`src/cpt_pkg.sv`:
```
// constants shared by the center-aligned pwm timer: register map, fields, codes
// assumes a 32-bit classic wishbone master and byte addressing
`default_nettype none
package cpt_pkg;

    // ==============================================================
    // register byte offsets
    localparam logic [7:0] OFS_STATUS_CONTROL = 8'h00;
    localparam logic [7:0] OFS_MAIN_COUNTER = 8'h04;
    localparam logic [7:0] OFS_MODULO_VALUE = 8'h08;
    localparam logic [7:0] OFS_CHANNEL_VALUE = 8'h0c;
    localparam logic [7:0] OFS_CHANNEL_CONTROL = 8'h10;
    localparam logic [7:0] OFS_IRQ_STATUS = 8'h14;
    localparam logic [7:0] OFS_IRQ_MASK = 8'h18;

    // ==============================================================
    // timer_status_control fields
    localparam int SC_OVF_BIT = 7;
    localparam int SC_OVF_IE_BIT = 6;
    localparam int SC_CPWM_BIT = 5;
    localparam int SC_CLKS_LSB = 3;
    localparam int SC_PS_LSB = 0;

    // channel control and interrupt fields
    localparam int CC_POL_BIT = 0;
    localparam int IRQ_OVF_BIT = 0;
    localparam int IRQ_MATCH_BIT = 1;

    // ==============================================================
    // clock source codes
    localparam logic [1:0] CLKS_OFF = 2'h0;
    localparam logic [1:0] CLKS_BUS = 2'h1;
    localparam logic [1:0] CLKS_FIXED = 2'h2;
    localparam logic [1:0] CLKS_EXT = 2'h3;

    // ==============================================================
    // reset values
    localparam logic [1:0] CLKS_RESET = 2'h0;
    localparam logic [2:0] PS_RESET = 3'h0;
    localparam logic [15:0] COUNT_RESET = 16'h0000;
    localparam logic [15:0] MODULO_RESET = 16'h0000;
    localparam logic [15:0] CHANNEL_RESET = 16'h0000;

    // counter landmarks
    localparam logic [15:0] COUNT_FREE_PRELOAD = 16'hfffe;
    localparam logic [15:0] COUNT_TOP = 16'hffff;
    localparam logic [15:0] COUNT_ONE = 16'h0001;

    // prescaler divider width, enough for the largest factor of 128
    localparam int PS_DIV_W = 7;

endpackage

`default_nettype wire

```
`src/cpt_timer.sv`:
```
// center-aligned pwm timer: 16-bit main counter, prescaler, one pwm channel,
// wishbone classic slave registers and a level interrupt
// assumes ref_clk is the bus clock; clock pins are asynchronous to it
//
// Summary of operation
// two-bit clock source select, three sources or off
// clock source select resets to zero
// select always accessible; off keeps counter, registers
// free-running buffered update at 0xfffe to 0xffff
// center select makes counter count up and down
// center pulse width is twice channel value
// up to modulo, down to zero, period twice
// software keeps modulo within 0x0001 to 0x7fff
// up match drives low, down match high
// zero or negative channel value gives 0% duty
// channel value above modulo gives 100% duty
// software never uses zero modulo when centered
// non-centered zero modulo runs full 16-bit range
// reversal only on modulo match away from zero
// three-bit prescale, effective on next cycle
// overflow flag sets on wrap; read-then-write-zero clears
// external clock synchronised before the prescaler
// one step per prescaled tick, hold when off
//
// Design decisions made here: the Wishbone slave port and the address map.
`timescale 1ns/100ps
`default_nettype none

module cpt_timer
(
    input wire logic ref_clk,
    input wire logic reset_n,
    input wire logic wbCyc,
    input wire logic wbStb,
    input wire logic wbWe,
    input wire logic [7:0] wbAdr,
    input wire logic [3:0] wbSel,
    input wire logic [31:0] wbWrData,
    output logic [31:0] wbRdData,
    output logic wbAck,
    input wire logic extClkPin,
    input wire logic fixedClkPin,
    output logic pwmOut,
    output logic irq
);

    // ==============================================================
    // state
    typedef struct packed {
        logic [1:0] sync1;
        logic [1:0] sync2;
        logic [1:0] sync3;
        logic [1:0] stable;
        logic [cpt_pkg::PS_DIV_W-1:0] div;
        logic [15:0] cnt;
        logic down;
        logic ovf;
        logic ovfArmed;
        logic ovfIe;
        logic cpwm;
        logic [1:0] clks;
        logic [2:0] ps;
        logic [15:0] modulo;
        logic [15:0] moduloBuf;
        logic [15:0] chv;
        logic [15:0] chvBuf;
        logic pend;
        logic pol;
        logic active;
        logic pwm;
        logic [1:0] irqStat;
        logic [1:0] irqMask;
        logic ack;
        logic [31:0] dat;
    } cpt_state_s;

    cpt_state_s r;
    cpt_state_s next_r;

    // ==============================================================
    // byte-lane merge for the 16-bit registers
    function automatic logic [15:0] cpt_merge(input logic [15:0] old, input logic [31:0] d, input logic [3:0] s);
        logic [15:0] m;
        m = old;
        if (s[0])
        begin
            m[7:0] = d[7:0];
        end
        if (s[1])
        begin
            m[15:8] = d[15:8];
        end
        return m;
    endfunction

    logic access;
    logic [1:0] rise;
    logic srcTick;
    logic tick;
    logic [cpt_pkg::PS_DIV_W-1:0] psMask;
    logic [15:0] nextCnt;
    logic nextDown;
    logic ovfEvt;
    logic loadEvt;
    logic matchEvt;
    logic stepDown;

    // ==============================================================
    // next state
    always_comb
    begin
        next_r = r;
        next_r.ack = 1'b0;
        access = wbCyc & wbStb & ~r.ack;

        // three-stage synchroniser; a level counts once stages two and three agree
        next_r.sync1 = {extClkPin, fixedClkPin};
        next_r.sync2 = r.sync1;
        next_r.sync3 = r.sync2;
        next_r.stable = (r.stable & (r.sync2 ^ r.sync3)) | (r.sync3 & ~(r.sync2 ^ r.sync3));
        rise = next_r.stable & ~r.stable;

        // source selection; off gives no ticks, so the counter and prescaler simply hold
        unique case (r.clks)
            cpt_pkg::CLKS_OFF: srcTick = 1'b0;
            cpt_pkg::CLKS_BUS: srcTick = 1'b1;
            cpt_pkg::CLKS_FIXED: srcTick = rise[0];
            cpt_pkg::CLKS_EXT: srcTick = rise[1];
        endcase

        // prescaler reads the live field, so a new factor acts next cycle
        psMask = cpt_pkg::PS_DIV_W'(7'h7f >> (3'h7 - r.ps));
        tick = srcTick & ((r.div & psMask) == psMask);
        if (srcTick)
        begin
            next_r.div = r.div + 1'b1;
        end

        // ==========================================================
        // main counter
        nextCnt = r.cnt;
        nextDown = r.down;
        ovfEvt = 1'b0;
        loadEvt = 1'b0;
        if (tick)
        begin
            if (r.cpwm)
            begin
                if (!r.down)
                begin
                    if (r.cnt == r.modulo && r.cnt != 16'h0000)
                    begin
                        nextDown = 1'b1;
                        nextCnt = r.cnt - 1'b1;
                        loadEvt = 1'b1;
                        ovfEvt = (r.cnt == cpt_pkg::COUNT_ONE);
                    end
                    else
                    begin
                        nextCnt = r.cnt + 1'b1;
                    end
                end
                else if (r.cnt <= cpt_pkg::COUNT_ONE)
                begin
                    // bottom of the down slope; a modulo of one reverses at zero, so no zero repeats
                    nextCnt = (r.cnt == cpt_pkg::COUNT_ONE) ? cpt_pkg::COUNT_RESET : cpt_pkg::COUNT_ONE;
                    nextDown = 1'b0;
                    ovfEvt = (r.cnt == cpt_pkg::COUNT_ONE);
                end
                else
                begin
                    nextCnt = r.cnt - 1'b1;
                end
            end
            else
            begin
                nextDown = 1'b0;
                if ((r.modulo != 16'h0000 && r.cnt == r.modulo) || r.cnt == cpt_pkg::COUNT_TOP)
                begin
                    nextCnt = cpt_pkg::COUNT_RESET;
                    ovfEvt = 1'b1;
                    loadEvt = (r.modulo != 16'h0000);
                end
                else
                begin
                    nextCnt = r.cnt + 1'b1;
                    loadEvt = (r.modulo == 16'h0000) && (r.cnt == cpt_pkg::COUNT_FREE_PRELOAD);
                end
            end
        end
        next_r.cnt = nextCnt;
        next_r.down = nextDown;

        // ==========================================================
        // channel compare: only a real step into the value counts as a match
        stepDown = (nextCnt < r.cnt);
        matchEvt = r.cpwm && tick && (nextCnt == r.chv) && (nextCnt != r.cnt);
        if (matchEvt)
        begin
            next_r.active = stepDown;
        end
        if (!r.cpwm)
        begin
            next_r.active = 1'b0;
        end
        else if (r.chv == 16'h0000 || r.chv[15])
        begin
            next_r.active = 1'b0;
        end
        else if (r.modulo != 16'h0000 && r.chv >= r.modulo)
        begin
            // the up match never happens, or coincides with the reversal
            next_r.active = 1'b1;
        end
        next_r.pwm = next_r.active ^ r.pol;

        // buffered values move in at the period landmarks or on a write to the main counter
        if (loadEvt && r.pend)
        begin
            next_r.modulo = r.moduloBuf;
            next_r.chv = r.chvBuf;
            next_r.pend = 1'b0;
        end

        // ==========================================================
        // overflow flag and interrupt status; a new event restarts clearing
        if (ovfEvt)
        begin
            next_r.ovf = 1'b1;
            next_r.ovfArmed = 1'b0;
        end
        next_r.irqStat = r.irqStat | {matchEvt, ovfEvt};

        // ==========================================================
        // wishbone slave
        if (access)
        begin
            next_r.ack = 1'b1;
            next_r.dat = 32'h0000_0000;
            if (!wbWe)
            begin
                unique case (wbAdr)
                    cpt_pkg::OFS_STATUS_CONTROL:
                    begin
                        next_r.dat[cpt_pkg::SC_OVF_BIT] = r.ovf;
                        next_r.dat[cpt_pkg::SC_OVF_IE_BIT] = r.ovfIe;
                        next_r.dat[cpt_pkg::SC_CPWM_BIT] = r.cpwm;
                        next_r.dat[cpt_pkg::SC_CLKS_LSB+:2] = r.clks;
                        next_r.dat[cpt_pkg::SC_PS_LSB+:3] = r.ps;
                        if (r.ovf && !ovfEvt)
                        begin
                            next_r.ovfArmed = 1'b1;
                        end
                    end
                    cpt_pkg::OFS_MAIN_COUNTER: next_r.dat[15:0] = r.cnt;
                    cpt_pkg::OFS_MODULO_VALUE: next_r.dat[15:0] = r.modulo;
                    cpt_pkg::OFS_CHANNEL_VALUE: next_r.dat[15:0] = r.chv;
                    cpt_pkg::OFS_CHANNEL_CONTROL: next_r.dat[cpt_pkg::CC_POL_BIT] = r.pol;
                    cpt_pkg::OFS_IRQ_STATUS:
                    begin
                        next_r.dat[1:0] = r.irqStat;
                        // read clears, but an event in this cycle survives
                        next_r.irqStat = {matchEvt, ovfEvt};
                    end
                    cpt_pkg::OFS_IRQ_MASK: next_r.dat[1:0] = r.irqMask;
                    default: next_r.dat = 32'h0000_0000;
                endcase
            end
            else
            begin
                unique case (wbAdr)
                    cpt_pkg::OFS_STATUS_CONTROL:
                    begin
                        if (wbSel[0])
                        begin
                            next_r.ovfIe = wbWrData[cpt_pkg::SC_OVF_IE_BIT];
                            next_r.cpwm = wbWrData[cpt_pkg::SC_CPWM_BIT];
                            next_r.clks = wbWrData[cpt_pkg::SC_CLKS_LSB+:2];
                            next_r.ps = wbWrData[cpt_pkg::SC_PS_LSB+:3];
                            // writing one has no effect; zero clears only after the read
                            if (!wbWrData[cpt_pkg::SC_OVF_BIT] && r.ovfArmed && !ovfEvt)
                            begin
                                next_r.ovf = 1'b0;
                                next_r.ovfArmed = 1'b0;
                            end
                        end
                    end
                    cpt_pkg::OFS_MAIN_COUNTER:
                    begin
                        // manual reset: any write restarts the period and loads buffers
                        next_r.cnt = cpt_pkg::COUNT_RESET;
                        next_r.div = '0;
                        next_r.down = 1'b0;
                        next_r.modulo = r.pend ? r.moduloBuf : r.modulo;
                        next_r.chv = r.pend ? r.chvBuf : r.chv;
                        next_r.pend = 1'b0;
                    end
                    cpt_pkg::OFS_MODULO_VALUE:
                    begin
                        next_r.moduloBuf = cpt_merge(r.moduloBuf, wbWrData, wbSel);
                        next_r.pend = 1'b1;
                    end
                    cpt_pkg::OFS_CHANNEL_VALUE:
                    begin
                        next_r.chvBuf = cpt_merge(r.chvBuf, wbWrData, wbSel);
                        next_r.pend = 1'b1;
                    end
                    cpt_pkg::OFS_CHANNEL_CONTROL:
                    begin
                        if (wbSel[0])
                        begin
                            next_r.pol = wbWrData[cpt_pkg::CC_POL_BIT];
                        end
                    end
                    cpt_pkg::OFS_IRQ_MASK:
                    begin
                        if (wbSel[0])
                        begin
                            next_r.irqMask = wbWrData[1:0];
                        end
                    end
                    default: next_r.ack = 1'b1;
                endcase
            end
        end
    end

    // ==============================================================
    // registers; everything clears, which leaves the timer without a clock
    always_ff @(posedge ref_clk or negedge reset_n)
    begin
        if (!reset_n)
        begin
            r <= '0;
        end
        else
        begin
            r <= next_r;
        end
    end

    // ==============================================================
    // outputs
    assign wbRdData = r.dat;
    assign wbAck = r.ack;
    assign pwmOut = r.pwm;
    assign irq = (|(r.irqStat & r.irqMask)) | (r.ovf & r.ovfIe);

endmodule

`default_nettype wire

```
`config.mk`:
```
export PLATFORM = sky130hd
export DESIGN_NAME = cpt_timer
export DESIGN_NICKNAME = d
export VERILOG_FILES = /design/src/cpt_pkg.sv /design/src/cpt_timer.sv
export SDC_FILE = /design/constraint.sdc
export NUM_CORES = 1
export LEC_CHECK = 0
export ABC_AREA = 1
export BUFFER_PORTS_ARGS = -buffer_cell sky130_fd_sc_hd__buf_2
export CELL_PAD_IN_SITES_DETAIL_PLACEMENT = 2
export CELL_PAD_IN_SITES_GLOBAL_PLACEMENT = 2
export CORE_UTILIZATION = 37
export DETAILED_ROUTE_END_ITERATION = 7
export HOLD_SLACK_MARGIN = 0.05
export PLACE_DENSITY = 0.93
export REMOVE_ABC_BUFFERS = 1
export SLEW_MARGIN = 20
export SYNTH_ARGS = -nofsm -noshare
export SYNTH_HDL_FRONTEND = slang
export SYNTH_SLANG_ARGS = --single-unit
```
`constraint.sdc`:
```
create_clock -name ref_clk -period 7.5 [get_ports ref_clk]
set_input_delay 1.5 -clock ref_clk [delete_from_list [all_inputs] [get_ports ref_clk]]
set_output_delay 1.5 -clock ref_clk [all_outputs]
set_load 0.005 [all_outputs]
```
==> results of run 1 <==
## worst max-delay path, stage by stage, from the launching register on
cell and delay (ps):
dfrtp_1 560, inv_1 390, ha_1 330, nand2_1 160, nor2_2 260, nand2_1 120, nand3_2 110, nand2_4 150
nand2_2 300, nand2_1 190, inv_2 150, nand2_1 80, nand2_1 180, nand2_1 140, inv_1 100, ha_1 250
a21oi_1 140, o21ai_0 150, nand3_1 150, a21oi_1 120, a2111oi_0 740, nand3_1 170, nand3_1 150, nand2_1 80
nand2_1 70, nand2_1 100
## final timing paths
check / endpoint / depth (start not counted) / slack [ps]
setup / recovery: pwmOut / 25 / 2020
hold / removal: next_r[140] / 0 / 360
setup reg to reg: pwmOut / 25 / 2020
hold reg to reg: next_r[140] / 0 / 360
max in group asynchronous: wbRdData[2] / 2 / 5050
min in group asynchronous: r[68] / 1 / 1020
## cell usage after synthesis (all sizes together) (4+ instances only)
cell type	instances
a21oi	102
a221oi	6
buf	47
clkbuf	31
dfrtp	130
ha	37
inv	144
nand2	365
nand3	70
nand3b	4
nand4	23
nor2	101
nor3	18
nor4	6
o21ai	77
o22ai	51
xor2	22
## area by class of cell
class                           count  area (µm²)
Clock buffer                       18         439
Clock inverter                     14         168
Fill cell                        2697       13700
Inverter                          147         552
Multi-Input combinational cell    919        4630
Sequential cell                   130        3250
Tap cell                          319         399
Timing Repair Buffer               61         337
## state kept, by name, summed over array words and instances (netlist names)
register	count
next_r	4
wbAck	1
wbRdData	16
pwmOut	1
r	108
## power by group
part	leakage (µW)	internal [µW]	switching (µW)
Combinational	0.00327	131	331
Sequential	0.00153	723	52.3
Clock	0.000292	511	412
Total	0.00509	1360	796
## layout by cell type (no fill, tap or decap), drive strengths merged, types with 3 or more instances in the layout
cell type and n:
nor2 101, nand2 365, nand3 70, ha 37, dfrtp 130, nor4 6
a221oi 6, nand4 23, nor3 18, xor2 22, nand3b 4, a21oi 102
conb 16, inv 152, buf 61, o21ai 77, o22ai 51, clkinv 5
a31oi 3, clkbuf 18
## per-layer routing
metal,track usage,up-vias,part of all wire
met4,0.204,0,0.046
li1,-,4128,-
met1,0.497,5173,0.40
met3,0.0889,170,0.080
met5,0,-,0
met2,0.634,595,0.47
## cell families after synthesis
logic type,synth area share
adders and majority gates,0.0547
and+or+nand+nor,0.282
DFF,0.368
buffers and inverters,0.113
AOI/OAI and AO/OA,0.158
xor gates and xnor gates,0.0228
other,0.000425
## metrics by stage
| step | area, µm² | hold WS [ps] | utilization | std cells |
|---|---|---|---|---|
| after floorplan | 8440 | 331 | - | 1196 |
| after global placement | 9170 | 332 | 0.391 | 1576 |
| after detailed placement | 9170 | 336 | 0.391 | 1576 |
| after CTS | 9780 | 361 | 0.417 | 1608 |
| after global routing | 9780 | 366 | 0.417 | 1608 |
| final | 9780 | 361 | 0.417 | 1608 |
==> key figures, run 1 <==
Status
  • Status: finished, final reports clean

Worst setup path
  • CP required: 7820 ps
  • Reg2reg start: r[115]
  • Critical Path Source: r[115]
  • Startpoint types: flip-flop
  • Worst setup path class: flip-flop to flip-flop
  • Crit path max fanout: 16
  • Crit. End Element: flip-flop
  • Crit path DAT: 5800 ps

Logic synthesis
  • Prevailing post-synth register cell: dfrtp_1
  • Mapped cell area: 0.00883 mm²
  • Leading area contributor after synthesis: dfrtp_1
  • Post-synth EDFFs: 0
  • Top-area cell type share of the netlist area: 0.368
  • Synth unique cells: 42
  • Seq cells post-synth: 130
  • Synthesized instance count: 1259
  • Register area share after synthesis: 0.368
  • Yosys warns: 0
  • Synth top area cells: dfrtp_1 37%, nand2_1 15%, a21oi_1 5.8%, inv_1 5.7%, ha_1 5.2%
  • Asr flop ratio synth: 1.00
  • Syn avg cell area: 7.01 µm²

Clock network
  • Worst-Skew Late Latency: 460 ps
  • Post-CTS sizing: 0
  • H-tree Lvls: 4
  • Clock Tree Root: clkbuf_16
  • Post-CTS setup buffers: 0
  • Clk pin slew, worst setup/hold paths: 70 ps
  • Clock Sinks: 130
  • TritonCTS Buffers: 17
  • Max Buffers Root-to-Sink: 2
  • Cts hold-fix bufs: 0
  • CTS tree: built

STA
  • Crit share post-route: 0.731
  • Slew Limit Fails: 0
  • RSZ-0062 raised after global routing: false
  • Endpoints failing setup: 0
  • Final Worst Setup Slack: 2020 ps
  • Rel. slew slack: 0.293
  • Layout Skew: 15.7 ps
  • Highest clock rate: 182 MHz
  • Hold Fails Final Rpt: 0
  • Min Clock Period, post-route: 5480 ps
  • Post-route setup TNS: 0 ps
  • Worst slew pin tran: 1050 ps

GRT
  • Number of antenna violations at the first check in global routing: 1
  • Pin count of the biggest net entering global routing: 68
  • Number of global-route vias before repair: 11107
  • Global route overflow: 0
  • First-pass GRT wire length: 70.9 mm
  • All-layer global routing usage: 0.395

Flow run
  • Maxcap violations: 0

Floorplanning
  • Starting Density: 0.376
  • Die ar.: 0.0245 mm²
  • Row cnt: 56
  • Core area: 0.0235 mm²
  • Die height: 156 µm
  • Die X: 156 µm
  • # IOs: 86

Placement
  • Pre-CTS setup slack: 2420 ps
  • GPL Wtd Cong: 0.896
  • Port-buffer cells: 51
  • Hpwl dp: 28.4 mm

Routing
  • Routed WL: 46.5 mm
  • Detail Route Antenna Nets: 0
  • Avg WL per Cell: 28.9 µm
  • Drc violations: 0
  • DRT Pass-1 Iters: 5
  • Vias after detailed routing: 10066
  • Initial DRC Count: 1066
  • Vias/cell: 6.26

Power and ir drop
  • Total Power: 2160 µW
  • Pleak: 0.00509 µW
  • Worst vdd ir: 0.153 mV
  • Power per Cell Area: 221 mW/mm²

Final layout
  • Ratio of cells with drive above 1 in the final layout: 0.0970
  • Layout area overhead: 10.8%
  • Nets: 1364
  • N_diodes: 0

Min path
  • Hold crit path type: flip-flop to flip-flop
  • Worst min-delay path startpoint: next_r[142]
Power figures use the tool's default switching activity.
==> run 2: changes to the inputs <==
- CORE_UTILIZATION: 37 -> 31
- PLACE_DENSITY: 0.93 -> 0.83
- clock period: 7.5 -> 4.4 ns (I/O delays scaled with it)
==> run 2 against run 1 <==
Die area up 19%. Worst setup slack worse by 1800 ps. Register-to-register slack worse by 1800 ps. Non-clock buffer count up 32. Clock skew down 7.8 ps. Largest cell class unchanged.
==> key figures, run 2 (synthesized netlist as in run 1, its figures left out) <==
Status
  • Status: finished, final reports clean

Final layout
  • Most flops, register: r
  • Nets: 1396 (+2.3%)
  • Commonest non-fill, non-tap cell in the layout: nand2_1
  • Commonest non-fill, non-tap cells in the layout: 357 x nand2_1, 131 x inv_1, 120 x dfrtp_1, 102 x a21oi_1, 89 x nor2_1
  • Fill count: 3402 (+26%)
  • Layout area overhead: 15.1%
  • Max reg flops: 108 (unchanged)
  • Finished Core Util: 0.364 (-0.0528)
  • N_diodes: 0 (unchanged)
  • Ratio of cells with drive above 1 in the final layout: 0.136 (+0.0385)

Routing
  • Vias/cell: 5.53 (-12%)
  • Routed WL: 38.0 mm (-18%)
  • DRT Pass-1 Iters: 5 (unchanged)
  • Detail Route Antenna Nets: 0 (unchanged)
  • Vias after detailed routing: 9394 (-6.7%)
  • Avg WL per Cell: 22.3 µm (-23%)
  • Initial DRC Count: 524 (-51%)
  • Drc violations: 0 (unchanged)

GRT
  • Met3 Resource Use GR: 0.0393 (-0.0496)
  • Number of global-route vias before repair: 10321 (-7.1%)
  • First-pass GRT wire length: 59.0 mm (-17%)
  • Most Crowded Layer GR: met2
  • Pin count of the biggest net entering global routing: 63 (-7.4%)
  • GR Layer Usage met2: 0.456 (-0.178)
  • Grt met1 use: 0.336 (-0.161)
  • All-layer global routing usage: 0.268 (-0.127)
  • Number of antenna violations at the first check in global routing: 0 (-1)
  • Global route overflow: 0 (unchanged)

Worst setup path
  • CP required: 4740 ps (-3080 ps)
  • Reg2reg start: r[119]
  • CP max stage cell: dfrtp_2
  • Critical Path Source: r[119]
  • CP peak stage delay: 520 ps (-220 ps)
  • Worst setup path class: flip-flop to flip-flop
  • Startpoint types: flip-flop
  • Crit path DAT: 4480 ps (-1320 ps)
  • Crit. End Element: flip-flop
  • Crit path max fanout: 8 (-8)
  • Most common cell on crit path: nand2_1

Power and ir drop
  • Switch share: 0.360 (-0.00858)
  • Pint: 2260 µW (+66%)
  • Power per Cell Area: 348 mW/mm² (+58%)
  • Total Power: 3540 µW (+64%)
  • Reg power frac: 0.368 (+0.009)
  • Pleak: 0.00524 µW (+2.9%)
  • Switching power: 1270 µW (+60%)
  • Clock Power Share: 0.411 (-0.016)
  • Combinational share of power: 0.221 (+0.007)
  • Worst vdd ir: 0.271 mV (+77%)

Floorplanning
  • Die height: 171 µm (+9.1%)
  • Die X: 171 µm (+9.1%)
  • Die ar.: 0.0292 mm² (+19%)
  • Starting Density: 0.316 (-0.0601)
  • Core area: 0.0279 mm² (+19%)
  • Row cnt: 61 (+8.9%)
  • # IOs: 86 (unchanged)

Clock network
  • TritonCTS Buffers: 17 (unchanged)
  • Clk pin slew, worst setup/hold paths: 70 ps (about the same)
  • H-tree Lvls: 4 (unchanged)
  • Clock Tree Root: clkbuf_16
  • Clock Sinks: 130 (unchanged)
  • Max Buffers Root-to-Sink: 2 (unchanged)
  • CTS tree: built
  • Worst-Skew Late Latency: 450 ps (about the same)

STA
  • Highest clock rate: 241 MHz (+32%)
  • Min Clock Period, post-route: 4150 ps (-1330 ps)
  • Worst slew pin tran: 804 ps (-247 ps)
  • Slew Limit Fails: 0 (unchanged)
  • Layout Skew: 7.84 ps (-7.82 ps)
  • Rel. slew slack: 0.464 (+0.170)
  • Endpoints failing setup: 0 (unchanged)
  • Fin Hold WS: 354 ps (-7.09 ps)
  • Crit share post-route: 0.942 (+0.212)
  • Hold Fails Final Rpt: 0 (unchanged)

Min path
  • Hold crit path type: flip-flop to flip-flop
  • Worst min-delay path startpoint: next_r[143]

Placement
  • Hpwl dp: 26.7 mm (-6.1%)
  • GPL Wtd Cong: 0.886 (-1.1%)
  • Port-buffer cells: 51 (unchanged)

Flow run
  • Maxcap violations: 0 (unchanged)
run 2: cell types whose count changed in the layout (fill, tap and decap cells not counted), moves of 3 or more:
cell / previous run / this run
buf_4: 10 / 40
dfrtp_1: 130 / 120
dfrtp_2: 0 / 10
inv_8: 2 / 7
nand2_1: 360 / 357
nor2_1: 93 / 89
run 2: path summary, 6_finish.rpt:
path | endpoint | cells after the start | slack (ps)
min in group asynchronous | r[139] | 1 | 410
hold reg to reg | next_r[141] | 0 | 350
setup reg to reg | pwmOut | 29 | 250
hold / removal | next_r[141] | 0 | 350
max in group asynchronous | r[116] | 2 | 3030
setup / recovery | pwmOut | 29 | 250
run 2: worst max-delay path, delay by kind of cell, from the launching register on:
family	cells	cell delay [ps]
flops	1	520
simple gates	24	2660
fa+ha+maj	1	330
compound gates	1	130
buf+inv	3	420
run 2: power by group through the flow:
stage               sequential (µW)  clock [µW]  combinational (µW)
finish                         1300        1450                 781
global route                   1310        1510                 866
CTS                            1300        1480                 726
detailed placement             1320           0                 706
global placement               1320           0                 671
floorplan                      1300           0                 448
run 2: routing by layer:
metal,routed length [µm],vias up
li1,-,4215
met1,16100,4812
met2,18900,285
met3,1740,82
met4,1240,0
met5,0,-
run 2: area by class of cell:
class                   instances  area [µm²]  area share
multi-input cells             919        4690       0.461
inverters                     147         556      0.0547
well taps                     378         473      0.0465
flip-flops and latches        130        3270       0.321
repair buffers                 93         593      0.0584
clock buffers                  17         425      0.0419
clock inverters                15         163      0.0160
run 2: through the flow:
step	std cells	cell area, µm²	setup TNS [ps]	worst slack, ps
after global routing	1699	10200	-68.0	-68.0
final	1699	10200	0	254
after detailed placement	1662	9450	0	207
after floorplan	1196	8440	-9340	-292
after global placement	1662	9450	0	318
after CTS	1694	10000	0	120
run 2: timing repair:
item | in CTS | in global routing
setup endpoints to repair | 0 | 3
hold endpoints to repair | 0 | 0
gates resized for setup | 0 | 28
setup buffers | 0 | 5
hold buffers | 0 | 0
